--- config.mk ---
export PLATFORM = sky130hd
export DESIGN_NAME = rmcl_loader
export DESIGN_NICKNAME = d
export VERILOG_FILES = /design/src/logic/rmcl_pkg.sv /design/src/logic/rmcl_rate_table.sv /design/src/logic/rmcl_loader.sv
export VERILOG_INCLUDE_DIRS = /design/src /design/src/logic
export SDC_FILE = /design/constraint.sdc
export NUM_CORES = 1
export LEC_CHECK = 0
export BUFFER_PORTS_ARGS = -buffer_cell sky130_fd_sc_hd__buf_2
export CAP_MARGIN = 10
export CORE_MARGIN = 4
export CORE_UTILIZATION = 30
export DETAILED_ROUTE_END_ITERATION = 6
export SLEW_MARGIN = 40
export SYNTH_ARGS = -nofsm -noshare
export SYNTH_HDL_FRONTEND = slang
export SYNTH_SLANG_ARGS = --single-unit
--- constraint.sdc ---
create_clock -name clk_sys -period 11.85 [get_ports clk_sys]
set_clock_uncertainty 0.05 [all_clocks]
set_input_delay 0.5925 -clock clk_sys [delete_from_list [all_inputs] [get_ports clk_sys]]
set_output_delay 0.5925 -clock clk_sys [all_outputs]
set_load 0.02 [all_outputs]
--- src/logic/rmcl_map.svh ---
// Register offsets, field positions, reset values and fixed values for the radio config loader
`ifndef RMCL_MAP_SVH
`define RMCL_MAP_SVH
// Device register offsets
`define RMCL_A_PREAMBLE 10'h102
`define RMCL_A_SYNC_LO 10'h10C
`define RMCL_A_SYNC_MID 10'h10D
`define RMCL_A_SYNC_HI 10'h10E
`define RMCL_A_SYNC_CFG 10'h10F
`define RMCL_A_RADIO_MODE 10'h13E
`define RMCL_A_TX_DEV 10'h304
`define RMCL_A_DISC_BW 10'h305
`define RMCL_A_TX_SHAPE 10'h306
`define RMCL_A_RATE_HI 10'h30E
`define RMCL_A_RATE_LO 10'h30F
`define RMCL_A_PIN_SETUP 10'h32C
`define RMCL_A_PLL_LOCK 10'h335
`define RMCL_A_DIG_IF 10'h389
`define RMCL_A_POSTDEMOD 10'h38B
`define RMCL_A_RX_FRONTEND 10'h39B
`define RMCL_A_GAIN_LOCK 10'h3B2
`define RMCL_A_GAIN_MAX 10'h3B4
`define RMCL_A_GAIN_2 10'h3B6
`define RMCL_A_GAIN_3 10'h3B7
`define RMCL_A_GAIN_4 10'h3B8
`define RMCL_A_GAIN_6 10'h3BA
`define RMCL_A_GAIN_7 10'h3BC
`define RMCL_A_OFS_SETUP0 10'h3BF
`define RMCL_A_OFS_SETUP1 10'h3C4
`define RMCL_A_OFS_BW0 10'h3D2
`define RMCL_A_OFS_BW1 10'h3D3
`define RMCL_A_OFS_BW2 10'h3D4
`define RMCL_A_OFS_BW3 10'h3D5
`define RMCL_A_OFS_BW4 10'h3D6
`define RMCL_A_OFS_BWSEL 10'h3D7
`define RMCL_A_OFS_BW13 10'h3E0
`define RMCL_A_PRE_CHECK 10'h3F3
`define RMCL_A_SFD 10'h3F4
`define RMCL_A_FT_SETUP 10'h3F7
`define RMCL_A_FT_GAINS 10'h3F8
`define RMCL_A_FT_RANGE 10'h3F9
// Fixed values
`define RMCL_V_MODE_FSK_PKT 8'h04
`define RMCL_V_MODE_FSK_SERIAL_PORT_MODE 8'h03
`define RMCL_V_SHAPE_IEEE 8'h01
`define RMCL_V_FT_SETUP 8'h07
`define RMCL_V_FT_GAINS 8'h99
`define RMCL_V_FT_RANGE 8'h50
`define RMCL_V_PREAMBLE_PAT 24'hAAAAAA
`define RMCL_V_LNA_PORT1 3'h0
`define RMCL_V_LNA_PORT2 3'h1
`define RMCL_LAST_COMMON 6'd17
`define RMCL_LAST_STEP 6'd36
// Software register word offsets
`define RMCL_R_CTRL 4'h0
`define RMCL_R_SERIAL_PORT_MODE 4'h1
`define RMCL_R_SYNC 4'h2
`define RMCL_R_MISC 4'h3
`define RMCL_R_STATUS 4'h4
// Software register fields and reset values
`define RMCL_F_START 8
`define RMCL_F_LOST 2
`define RMCL_RST_CTRL 32'h0000_0000
`define RMCL_RST_SERIAL_PORT_MODE 32'h0000_0000
`define RMCL_RST_SYNC 32'h10AA_7F31
`define RMCL_RST_MISC 32'h0000_0600
`endif

--- src/logic/rmcl_pkg.sv ---
// Types shared by the radio config loader modules
package rmcl_pkg;
  typedef enum logic [1:0] {
    RMCL_FSK_PKT = 2'b00,
    RMCL_FSK_SERIAL_PORT_MODE = 2'b01,
    RMCL_IEEE_PKT = 2'b10,
    RMCL_IEEE_SERIAL_PORT_MODE = 2'b11
  } rmcl_mode_t;

  typedef enum logic [1:0] {
    RMCL_ST_IDLE = 2'b00,
    RMCL_ST_RESET = 2'b01,
    RMCL_ST_WRITE = 2'b10
  } rmcl_state_t;

  typedef struct packed {
    logic [9:0] addr;
    logic [7:0] data;
  } rmcl_wr_t;

  typedef struct packed {
    logic [7:0] preamble;
    logic [7:0] tx_dev;
    logic [7:0] disc_bw;
    logic [7:0] tx_shape;
    logic [7:0] rate_hi;
    logic [7:0] rate_lo;
    logic [7:0] dig_if;
    logic [7:0] postdemod;
    logic [3:0] bb_bw;
  } rmcl_rate_t;
endpackage

--- src/logic/rmcl_rate_table.sv ---
// Data-rate dependent FSK settings lookup
`timescale 1ns/1ps
`default_nettype none
module rmcl_rate_table
  import rmcl_pkg::*;
(
  input wire logic [2:0] rate_sel,
  output rmcl_rate_t rate
);
  // Order: preamble, deviation, disc bw, shaping, rate hi, rate lo, if filter, postdemod, bb bw
  always_comb begin
    unique case (rate_sel)
      3'h0: rate = '{8'h04, 8'h03, 8'h37, 8'h00, 8'h01, 8'hF4, 8'h17, 8'h08, 4'h6};
      3'h1: rate = '{8'h04, 8'h06, 8'h37, 8'h00, 8'h02, 8'h71, 8'h17, 8'h08, 4'h6};
      3'h2: rate = '{8'h05, 8'h03, 8'h6B, 8'h00, 8'h03, 8'hE8, 8'h17, 8'h0D, 4'h6};
      3'h3: rate = '{8'h05, 8'h06, 8'h37, 8'h00, 8'h04, 8'hE2, 8'h17, 8'h11, 4'h6};
      3'h4: rate = '{8'h05, 8'h0D, 8'h19, 8'h02, 8'h09, 8'hC4, 8'h12, 8'h20, 4'h6};
      3'h5: rate = '{8'h05, 8'h19, 8'h0D, 8'h03, 8'h13, 8'h88, 8'h0A, 8'h3D, 4'h6};
      3'h6: rate = '{8'h07, 8'h19, 8'h0D, 8'h03, 8'h27, 8'h10, 8'h05, 8'h6E, 4'h6};
      3'h7: rate = '{8'h09, 8'h32, 8'h06, 8'h03, 8'h4E, 8'h20, 8'h05, 8'hAA, 4'hD};
    endcase
  end
endmodule
`default_nettype wire

--- src/logic/rmcl_loader.sv ---
// Host-side loader that writes one of four radio configurations into the transceiver
//
// Implementation choice: strobed register access.
`timescale 1ns/1ps
`default_nettype none
`include "rmcl_map.svh"
module rmcl_loader
  import rmcl_pkg::*;
#(
  parameter int ADDR_W = 4,
  parameter int DATA_W = 32
) (
  input wire logic clk_sys,
  input wire logic reset,
  input wire logic ce,
  input wire logic [ADDR_W-1:0] sw_addr,
  input wire logic [DATA_W-1:0] sw_wdata,
  input wire logic sw_wr,
  input wire logic sw_rd,
  output logic [DATA_W-1:0] sw_rdata,
  output logic dev_wr_valid,
  output rmcl_wr_t dev_wr,
  input wire logic dev_wr_ready,
  output logic radio_controller_reset_cmd,
  input wire logic dev_cmd_ready,
  output logic cfg_ready,
  output logic busy
);
  rmcl_state_t state_ff;
  logic [5:0] step_ff;
  logic wr_valid_ff;
  rmcl_wr_t wr_ff;
  logic cmd_ff;
  logic busy_ff;
  logic cfg_ready_ff;
  logic cfg_valid_ff;
  logic family_ff;
  logic lost_ff;
  logic [DATA_W-1:0] rdata_ff;
  logic [DATA_W-1:0] ctrl_ff;
  logic [DATA_W-1:0] serial_port_mode_ff;
  logic [DATA_W-1:0] sync_ff;
  logic [DATA_W-1:0] misc_ff;

  rmcl_mode_t mode;
  logic fsk;
  logic serial_port_mode;
  logic afc_en;
  logic rx_port1;
  logic sfd_en;
  logic [4:0] sync_len;
  logic [1:0] sync_tol;
  logic [23:0] sync_pad;
  logic [23:0] sync_keep;
  rmcl_rate_t rate;
  rmcl_wr_t step_wr;
  logic step_skip;
  logic sw_hit_ctrl;
  logic start_req;
  logic start_go;
  logic need_rst;
  logic wr_accept;
  logic lost_set;
  logic lost_clr;

  assign mode = rmcl_mode_t'(ctrl_ff[1:0]);
  assign fsk = ~ctrl_ff[1];
  assign serial_port_mode = ctrl_ff[0];
  assign afc_en = ctrl_ff[5];
  assign rx_port1 = ctrl_ff[6];
  assign sfd_en = ctrl_ff[7];
  assign sync_len = sync_ff[28:24];
  assign sync_tol = sync_ff[30:29];

  assign sw_hit_ctrl = sw_wr && (sw_addr == `RMCL_R_CTRL);
  assign start_req = ce && sw_hit_ctrl && sw_wdata[`RMCL_F_START];
  assign start_go = start_req && (state_ff == RMCL_ST_IDLE);
  assign need_rst = !cfg_valid_ff || (family_ff != sw_wdata[1]);
  assign wr_accept = wr_valid_ff && dev_wr_ready;

  rmcl_rate_table u_rate (
    .rate_sel(ctrl_ff[4:2]),
    .rate(rate)
  );

  always_comb begin
    sync_keep = '0;
    for (int k = 0; k < 24; k++) begin
      sync_keep[k] = (5'(k) < sync_len);
    end
    sync_pad = (sync_ff[23:0] & sync_keep) | (`RMCL_V_PREAMBLE_PAT & ~sync_keep);
  end

  // Write list decode, one entry per step
  always_comb begin
    step_wr = '0;
    step_skip = 1'b1;
    case (step_ff)
      6'd0: step_wr = '{`RMCL_A_PLL_LOCK, 8'h28};
      6'd1: step_wr = '{`RMCL_A_GAIN_LOCK, 8'h34};
      6'd2: step_wr = '{`RMCL_A_GAIN_MAX, 8'h80};
      6'd3: step_wr = '{`RMCL_A_GAIN_2, 8'h37};
      6'd4: step_wr = '{`RMCL_A_GAIN_3, 8'h2A};
      6'd5: step_wr = '{`RMCL_A_GAIN_4, 8'h1D};
      6'd6: step_wr = '{`RMCL_A_GAIN_6, 8'h24};
      6'd7: step_wr = '{`RMCL_A_GAIN_7, 8'h7B};
      6'd8: step_wr = '{`RMCL_A_OFS_SETUP0, 8'h00};
      6'd9: step_wr = '{`RMCL_A_OFS_SETUP1, 8'h07};
      6'd10: step_wr = '{`RMCL_A_OFS_BW0, 8'h1A};
      6'd11: step_wr = '{`RMCL_A_OFS_BW1, 8'h19};
      6'd12: step_wr = '{`RMCL_A_OFS_BW2, 8'h1E};
      6'd13: step_wr = '{`RMCL_A_OFS_BW3, 8'h1E};
      6'd14: step_wr = '{`RMCL_A_OFS_BW4, 8'h1E};
      6'd15: step_wr = '{`RMCL_A_OFS_BWSEL, 8'h00};
      6'd16: step_wr = '{`RMCL_A_OFS_BW13, 8'hF0};
      6'd17: step_wr = '{`RMCL_A_PRE_CHECK, 8'h01};
      6'd18: begin
        step_wr = '{`RMCL_A_PREAMBLE, rate.preamble};
        step_skip = (mode != RMCL_FSK_PKT);
      end
      6'd19: begin
        step_wr = '{`RMCL_A_TX_DEV, rate.tx_dev};
        step_skip = !fsk;
      end
      6'd20: begin
        step_wr = '{`RMCL_A_DISC_BW, rate.disc_bw};
        step_skip = !fsk;
      end
      6'd21: begin
        step_wr = '{`RMCL_A_TX_SHAPE, fsk ? rate.tx_shape : `RMCL_V_SHAPE_IEEE};
        step_skip = (mode == RMCL_IEEE_PKT);
      end
      6'd22: begin
        step_wr = '{`RMCL_A_RATE_HI, rate.rate_hi};
        step_skip = !fsk;
      end
      6'd23: begin
        step_wr = '{`RMCL_A_RATE_LO, rate.rate_lo};
        step_skip = !fsk;
      end
      6'd24: begin
        step_wr = '{`RMCL_A_DIG_IF, rate.dig_if};
        step_skip = !fsk;
      end
      6'd25: begin
        step_wr = '{`RMCL_A_POSTDEMOD, rate.postdemod};
        step_skip = !fsk;
      end
      6'd26: begin
        step_wr.addr = `RMCL_A_RX_FRONTEND;
        step_wr.data = {1'b0, rx_port1 ? `RMCL_V_LNA_PORT1 : `RMCL_V_LNA_PORT2,
                        fsk ? rate.bb_bw : misc_ff[11:8]};
        step_skip = (mode == RMCL_IEEE_PKT) && !rx_port1;
      end
      6'd27: begin
        step_wr.addr = `RMCL_A_RADIO_MODE;
        step_wr.data = !fsk ? serial_port_mode_ff[23:16] :
                       (serial_port_mode ? `RMCL_V_MODE_FSK_SERIAL_PORT_MODE : `RMCL_V_MODE_FSK_PKT);
        step_skip = (mode == RMCL_IEEE_PKT);
      end
      6'd28: begin
        step_wr = '{`RMCL_A_PIN_SETUP, fsk ? serial_port_mode_ff[7:0] : serial_port_mode_ff[15:8]};
        step_skip = !serial_port_mode;
      end
      6'd29: begin
        step_wr = '{`RMCL_A_SYNC_LO, sync_pad[7:0]};
        step_skip = !fsk;
      end
      6'd30: begin
        step_wr = '{`RMCL_A_SYNC_MID, sync_pad[15:8]};
        step_skip = !fsk;
      end
      6'd31: begin
        step_wr = '{`RMCL_A_SYNC_HI, sync_pad[23:16]};
        step_skip = !fsk;
      end
      6'd32: begin
        step_wr = '{`RMCL_A_SYNC_CFG, {1'b0, sync_tol, sync_len}};
        step_skip = !fsk;
      end
      6'd33: begin
        step_wr = '{`RMCL_A_SFD, misc_ff[7:0]};
        step_skip = fsk || !sfd_en;
      end
      6'd34: begin
        step_wr = '{`RMCL_A_FT_SETUP, `RMCL_V_FT_SETUP};
        step_skip = !(fsk && afc_en);
      end
      6'd35: begin
        step_wr = '{`RMCL_A_FT_GAINS, `RMCL_V_FT_GAINS};
        step_skip = !(fsk && afc_en);
      end
      6'd36: begin
        step_wr = '{`RMCL_A_FT_RANGE, `RMCL_V_FT_RANGE};
        step_skip = !(fsk && afc_en);
      end
      default: step_wr = '0;
    endcase
    if (step_ff <= `RMCL_LAST_COMMON) begin
      step_skip = !fsk;
    end
  end

  // Sequencer and device-side outputs
  always_ff @(posedge clk_sys or posedge reset) begin
    if (reset) begin
      state_ff <= RMCL_ST_IDLE;
      step_ff <= '0;
      wr_valid_ff <= 1'b0;
      wr_ff <= '0;
      cmd_ff <= 1'b0;
      busy_ff <= 1'b0;
    end else if (ce) begin
      unique case (state_ff)
        RMCL_ST_IDLE: begin
          if (start_go) begin
            step_ff <= '0;
            cmd_ff <= need_rst;
            busy_ff <= 1'b1;
            state_ff <= need_rst ? RMCL_ST_RESET : RMCL_ST_WRITE;
          end
        end
        RMCL_ST_RESET: begin
          if (dev_cmd_ready) begin
            cmd_ff <= 1'b0;
            state_ff <= RMCL_ST_WRITE;
          end
        end
        RMCL_ST_WRITE: begin
          if (wr_valid_ff) begin
            if (dev_wr_ready) begin
              wr_valid_ff <= 1'b0;
              step_ff <= step_ff + 6'd1;
            end
          end else if (step_ff > `RMCL_LAST_STEP) begin
            state_ff <= RMCL_ST_IDLE;
            busy_ff <= 1'b0;
          end else if (step_skip) begin
            step_ff <= step_ff + 6'd1;
          end else begin
            wr_valid_ff <= 1'b1;
            wr_ff <= step_wr;
          end
        end
        default: state_ff <= RMCL_ST_IDLE;
      endcase
    end
  end

  // ready only after the last write
  always_ff @(posedge clk_sys or posedge reset) begin
    if (reset) begin
      cfg_ready_ff <= 1'b0;
      cfg_valid_ff <= 1'b0;
      family_ff <= 1'b0;
    end else if (ce) begin
      if (start_go) begin
        cfg_ready_ff <= 1'b0;
        cfg_valid_ff <= 1'b0;
      end else if (state_ff == RMCL_ST_WRITE && !wr_valid_ff && step_ff > `RMCL_LAST_STEP) begin
        cfg_ready_ff <= 1'b1;
        cfg_valid_ff <= 1'b1;
        family_ff <= ctrl_ff[1];
      end
    end
  end

  // Software registers, locked while a load runs
  always_ff @(posedge clk_sys or posedge reset) begin
    if (reset) begin
      ctrl_ff <= `RMCL_RST_CTRL;
      serial_port_mode_ff <= `RMCL_RST_SERIAL_PORT_MODE;
      sync_ff <= `RMCL_RST_SYNC;
      misc_ff <= `RMCL_RST_MISC;
    end else if (ce && sw_wr && state_ff == RMCL_ST_IDLE) begin
      case (sw_addr)
        `RMCL_R_CTRL: ctrl_ff <= {24'h000000, sw_wdata[7:0]};
        `RMCL_R_SERIAL_PORT_MODE: serial_port_mode_ff <= {8'h00, sw_wdata[23:0]};
        `RMCL_R_SYNC: sync_ff <= {1'b0, sw_wdata[30:0]};
        `RMCL_R_MISC: misc_ff <= {20'h00000, sw_wdata[11:0]};
        default: ;
      endcase
    end
  end

  // Start while busy is dropped and flagged; set wins over clear
  assign lost_set = start_req && (state_ff != RMCL_ST_IDLE);
  assign lost_clr = sw_wr && (sw_addr == `RMCL_R_STATUS) && sw_wdata[`RMCL_F_LOST];
  always_ff @(posedge clk_sys or posedge reset) begin
    if (reset) begin
      lost_ff <= 1'b0;
    end else if (ce) begin
      if (lost_set) begin
        lost_ff <= 1'b1;
      end else if (lost_clr) begin
        lost_ff <= 1'b0;
      end
    end
  end

  always_ff @(posedge clk_sys or posedge reset) begin
    if (reset) begin
      rdata_ff <= '0;
    end else if (ce) begin
      rdata_ff <= '0;
      if (sw_rd) begin
        case (sw_addr)
          `RMCL_R_CTRL: rdata_ff <= ctrl_ff;
          `RMCL_R_SERIAL_PORT_MODE: rdata_ff <= serial_port_mode_ff;
          `RMCL_R_SYNC: rdata_ff <= sync_ff;
          `RMCL_R_MISC: rdata_ff <= misc_ff;
          `RMCL_R_STATUS: rdata_ff <= {18'h00000, step_ff, 3'h0, family_ff, cfg_valid_ff,
                                       lost_ff, cfg_ready_ff, state_ff != RMCL_ST_IDLE};
          default: rdata_ff <= '0;
        endcase
      end
    end
  end

  assign sw_rdata = rdata_ff;
  assign dev_wr_valid = wr_valid_ff;
  assign dev_wr = wr_ff;
  assign radio_controller_reset_cmd = cmd_ff;
  assign cfg_ready = cfg_ready_ff;
  assign busy = busy_ff;
endmodule
`default_nettype wire

==> Yosys cells after proc, flatten, opt, wreduce, memory -nomap -nowiden <==
Memories as Yosys holds them, arrays and structs flattened.
Cells that the tools add are included.
{ "totals": {"ff_bits": 139, "romBits": 400, "input_bits": 43, "out_inout_bits": 54, "word_cells": 186, "n_memories": 1} }
{ "classes": {"n_addsub": 1, "magnitude_cmp": 26, "eq_ne": 51, "muxes": 38, "bitwise_logic": 8, "n_reduce_logical": 46} }
{ "memory_table": {"columns": ["name", "depth", "word_bits", "rd", "rd_clocked_by_memory_dff", "write_ports", "line", "rtl"], "rows": [
  ["(name not given)", 8, 50, 1, 0, 0, "rmcl_rate_table.sv:12", "unique case (rate_sel)"]
]} }
{ "ops": {"columns": ["cell", "count"], "rows": [
  ["$pmux W18 S37", 1],
  ["$pmux W31 S5", 1],
  ["$eq A6 B5 Y1 const B", 16],
  ["$eq A6 B4 Y1 const B", 8],
  ["$lt A4 B5 Y1 const A", 8],
  ["$lt A5 B5 Y1 const A", 8],
  ["$mux W32", 1],
  ["$eq A6 B6 Y1 const B", 5],
  ["$mux W6", 5],
  ["$and A24 B24 Y24", 1],
  ["$eq A6 B3 Y1 const B", 4],
  ["$mux W8", 3],
  ["$not A24 Y24", 1],
  ["$or A24 B24 Y24", 1],
  ["$lt A3 B5 Y1 const A", 4],
  ["$mux W1", 15],
  ["$reduce_and A5 Y1", 3],
  ["$reduce_and A2 Y1", 7],
  ["$logic_and A1 B1 Y1", 13],
  ["$eq A6 B2 Y1 const B", 2],
  ["$pmux W6 S2", 1],
  ["$reduce_bool A2 Y1", 6],
  ["$lt A1 B5 Y1 const A", 2],
  ["$lt A2 B5 Y1 const A", 2],
  ["other kinds (31)", 52]
]} }

==> Logic depth before layout (Yosys ltp) <==
{ "depth": {"depth_word": 9, "mapped_depth": 12, "depth_no_buf": 9} }

==> Modules after synthesis <==
A second synthesis with hierarchy kept.
{ "hier_totals": {"cells_unflattened": 920, "area_unflattened_um2": 8957.3} }
{ "modules_own_cells": {"columns": ["module", "instances", "cells_per_inst", "area_per_inst_um2", "seq_area_each_um2"], "rows": [
  ["rmcl_loader", 1, 830, 8365.5, 3474.6],
  ["rmcl_rate_table", 1, 90, 591.8, 0.0]
]} }

==> Worst setup path before layout <==
Ideal clock, no wire load.
{ "synth_path": {"kind": "flip-flop to flip-flop", "startpoint": "register step_ff[0]", "endpoint": "register wr_ff (netlist bit dev_wr[5])", "setup_time_ps": 133, "arrival_ps": 2826, "required_time_ps": 11667, "slack_ps": 8841, "stages_incl_launch_ff": 13, "n_path_buf": 3, "synth_period_minus_slack_ps": 3009, "cell_sequence": "dfrtp_1 inv_1 ha_1 buf_2 mux2_4 and3_1 or4_1 o32a_1 a211o_1 buf_2 buf_2 nand2_1 o21ai_2"} }
{ "synth_between": {"elab_chain_len": 6, "elab_cells_between_ends": 48, "cone_classes": "order compare: 2; eq/ne: 36; mux: 3; bitwise: 2; reduce/logical: 5"} }
{ "synth_lines": {"columns": ["item", "line", "rtl"], "rows": [
  ["from (decl)", "rmcl_loader.sv:30", "logic [5:0] step_ff;"],
  ["from (signal assigned)", "rmcl_loader.sv:233", "step_ff <= step_ff + 6'd1;"],
  ["from (signal assigned)", "rmcl_loader.sv:239", "step_ff <= step_ff + 6'd1;"],
  ["$eq A6 B6 Y1 / $eq A6 B5 Y1 (equally long branches)", "rmcl_loader.sv:98", "case (step_ff)"],
  ["$reduce_or A10 Y1 (no source line), or another cell as far along", null, null],
  ["$pmux W1 S7", "rmcl_loader.sv:98", null],
  ["$mux W1", "rmcl_loader.sv:199", "if (step_ff <= `RMCL_LAST_COMMON) begin"],
  ["$not A1 Y1 (no source line)", null, null],
  ["$reduce_and A5 Y1 (no source line)", null, null],
  ["to (signal assigned)", "rmcl_loader.sv:242", "wr_ff <= step_wr;"],
  ["to (decl)", "rmcl_loader.sv:32", "rmcl_wr_t wr_ff;"]
]} }
Several ways; a longest one is shown, not always the timed one.
A chain may end at the register's enable or synchronous reset.

==> Worst setup path after layout <==
{ "layout_path": {"startpoint": "register step_ff[0]", "endpoint": "register wr_ff (netlist bit dev_wr[12])"} }
The elaborated chain is that of the path after synthesis.

==> impl_results.md <==
* Status: finished clean
* Die X-Extent at 174.7 um
* Placer Congestion at 0.9803
* # nets final at 1,006
* Vias per cell at 5.741
* CTS H-tree depth at 4
* Slew at the pin closest to its max-slew limit at 0.8788 ns
* Setup tns final at 0 ns
* Core Region at 0.02718 mm^2
* Finished Cell Area at 0.009703 mm^2
* Clock tree buffer depth at 2
* Reg clk slew, reported paths at 0.07 ns
* Die H at 174.7 um
* Row cnt at 60
* Synth top cells by count: dfrtp_1, nand2_1, mux2_2
* Static leakage at 4.111 nW
* WS Path Type: reg -> reg
* Crit-path leading delay family: compound AO/OA/AOI/OAI gates
* Total of max-cap violations at 0
* CP max stage cell: a211o_1
* Top-area cell type share of the netlist area at 36.31%
* Pre-antenna DRT Iters at 5
* Async SR Flop Fraction at 100.0%
* Netlist cell types at 70
* IO buf count at 94
* CTS tree: done
* CP bufs+invs at 1
* Cell taking the most area after synthesis: dfrtp_1
* Top_reg_cell synth: dfrtp_1
* Worst-Skew Late Latency at 0.43 ns
* Synthesis-to-finish area growth at 16.35%
* Critical Path AT at 4.43 ns
* Register area share after synthesis at 41.67%
* Post-Syn Area at 0.008339 mm^2
* Minimum clock period at 4.199 ns
* Antenna violations before repair at 0
* Wire length per cell at 21.97 um
* Tcrit/Tclk final at 35.43%
* Final hold vios at 0
* Share of post-route cells with drive strength above 1 at 26.76%
* F_max at 238.2 MHz
* Slew margin rel. at 40.96%
* Clock sink count at 138
* Yosys Warn Count at 0
* CP max FO at 21
* Ports at 97
* Count leader, synth: dfrtp_1
* Post-synth EDFFs at 0
* Top area cells in the synthesized netlist: dfrtp_1, mux2_2, dfstp_2
* Peak supply drop at 0.00007576 V
* Critical path required time at 12.09 ns
* Grt ovf at 0
* Syn_nets at 947
* CP Launch Type: flip-flop
* Post-CTS Setup Bufs at 0
* Cell count after synthesis at 892
* Detailed-route via count at 7,670
* Pin count of the biggest net entering global routing at 79
* Initial DRC Count at 892
* # diodes at 0
* Worst Setup End Kind: flip-flop
* Fillers at 2,846
* Final setup fails at 0
* DR DRC count at 0
* Crit path largest cell delay at 0.65 ns
* Crit path cell chain: inv_1, ha_1, mux2_2, a32oi_1, or3b_2, o211ai_1, a211o_1, or2_1, o21ai_0
* Seq cells post-synth at 138
* Tot GR Track Use at 19.05%
* TritonCTS buffer count at 17
* Clock Tree Root: clkbuf_16
* Worst hold path class: in -> async
* Detail Placement HPWL at 21,240 um
* Drt total wl at 29,360 um
* Fin. max-slew vios at 0
* Die ar. at 0.03053 mm^2
* Antenna viol nets, final at 0
* Pwr Density at 197.7 mW/mm^2
* First-pass GRT wire length at 45,720 um
* Number of global-route vias before repair at 7,454
* Post-Syn Area per Cell at 9.349 um^2
* Placed cell area at 0.009116 mm^2
* RSZ-0062 raised after global routing: no
* PostCTS Resize Cnt at 0
* Post-CTS Hold Fix Bufs at 0
* Initial Utilization at 30.69%
==> power breakdown <==
group | switching, mW | total [mW] | internal, mW
sequential | 0.151 | 0.754 | 0.603
clock | 0.221 | 0.544 | 0.322
combinational | 0.378 | 0.621 | 0.243
total | 0.750 | 1.92 | 1.17
==> state kept, by name, indices dropped and copies added, names as in the netlist, 2 cells and up <==
signal               cells
ctrl_ff                  8
dev_wr                  18
step_ff                  6
sw_rdata                31
misc_ff                 12
state_ff                 2
sync_ff                 31
serial_port_mode_ff     24
==> kinds of logic (layout without fill, tap and decap cells) <==
kind of cell    count (synthesis)  count (layout)  synth area share, %
compound gates                265             265                22.03
xor+xnor                        1               1               0.1050
fa+ha+maj                      12              12                1.800
buf+inv                       118             190                5.731
flops                         138             138                41.67
mux                            97              97                13.10
other cells                     1               1              0.04497
simple gates                  260             260                15.53
==> layer usage <==
layer	part of all wire (%)	global-route usage [%]	wire length [um]
met5	0	0	0
met4	1.6	4.190	479
met3	8.7	4.630	2566
met2	43	27.89	12750
met1	46	28.45	13570
==> worst register-to-register path, cell delays in order (launching register included) <==
cell and delay (ns):
dfrtp_1 0.46, inv_1 0.14, ha_1 0.43, mux2_2 0.38
a32oi_1 0.36, or3b_2 0.49, o211ai_1 0.39, a211o_1 0.65
or2_1 0.52, o21ai_0 0.17
==> final timing paths <==
| path | from | to | slack, ns | cells past startpoint |
|---|---|---|---|---|
| max | step_ff[0]$_DFFE_PP0P_ | dev_wr[12]$_DFFE_PP0P_ | 7.65 | 9 |
| min reg2reg | dev_wr[11]$_DFFE_PP0P_ | dev_wr[11]$_DFFE_PP0P_ | 0.43 | 2 |
| min | reset | sw_rdata[3]$_DFFE_PP0P_ | 0.17 | 2 |
| max in group asynchronous | reset | serial_port_mode_ff[12]$_DFFE_PP0P_ | 10.46 | 3 |
| min in group clk_sys | sw_wdata[30] | sync_ff[30]$_DFFE_PP0P_ | 0.34 | 2 |
| max reg2reg | step_ff[0]$_DFFE_PP0P_ | dev_wr[12]$_DFFE_PP0P_ | 7.65 | 9 |
==> cells in the final DEF (no fill, tap or decap), drive strengths merged, types with 5 or more instances in the layout <==
| cell type | netlist | routed |
|---|---|---|
| a2111oi | 7 | 7 |
| a21oi | 33 | 33 |
| a221oi | 5 | 5 |
| a222oi | 7 | 7 |
| a22o | 16 | 16 |
| a22oi | 23 | 23 |
| a32oi | 6 | 6 |
| and3 | 6 | 6 |
| buf | 21 | 108 |
| clkbuf | 47 | 22 |
| clkinv | 0 | 5 |
| dfrtp | 121 | 121 |
| dfstp | 17 | 17 |
| ha | 12 | 12 |
| inv | 50 | 52 |
| mux2 | 84 | 84 |
| mux2i | 12 | 12 |
| nand2 | 94 | 94 |
| nand2b | 11 | 11 |
| nand3 | 20 | 20 |
| nand3b | 12 | 12 |
| nand4 | 5 | 5 |
| nor2 | 43 | 43 |
| nor2b | 11 | 11 |
| nor3 | 22 | 22 |
| nor4 | 6 | 6 |
| nor4b | 5 | 5 |
| o2111ai | 8 | 8 |
| o211ai | 12 | 12 |
| o21ai | 63 | 63 |
| o22ai | 37 | 37 |
| o31ai | 6 | 6 |
| or2 | 5 | 5 |
| or4 | 5 | 5 |
==> final cells by class <==
class / instances / area, um^2 / share of cell area (%)
Multi-Input combinational cell: 636 / 4412 / 45.47
Sequential cell: 138 / 3475 / 35.81
Timing Repair Buffer: 108 / 576.8 / 5.945
Tap cell: 372 / 465.4 / 4.797
Clock buffer: 22 / 464.2 / 4.784
Inverter: 50 / 192.7 / 1.986
Clock inverter: 10 / 117.6 / 1.212
==> metrics by stage <==
step | power, mW | std cells | utilization, % | hold WS, ns | worst slack [ns]
global placement | 1.361 | 1303 | 33.51 | 0.4087 | 7.813
global route | 2.025 | 1336 | 35.70 | 0.2092 | 7.402
detailed placement | 1.372 | 1304 | 33.55 | 0.4157 | 7.757
floorplan | 1.143 | 892 | - | 0.3975 | 7.539
CTS | 1.916 | 1336 | 35.69 | 0.1904 | 7.735
finish | 1.918 | 1336 | 35.70 | 0.1677 | 7.651
Power figures use the tool's default switching activity.
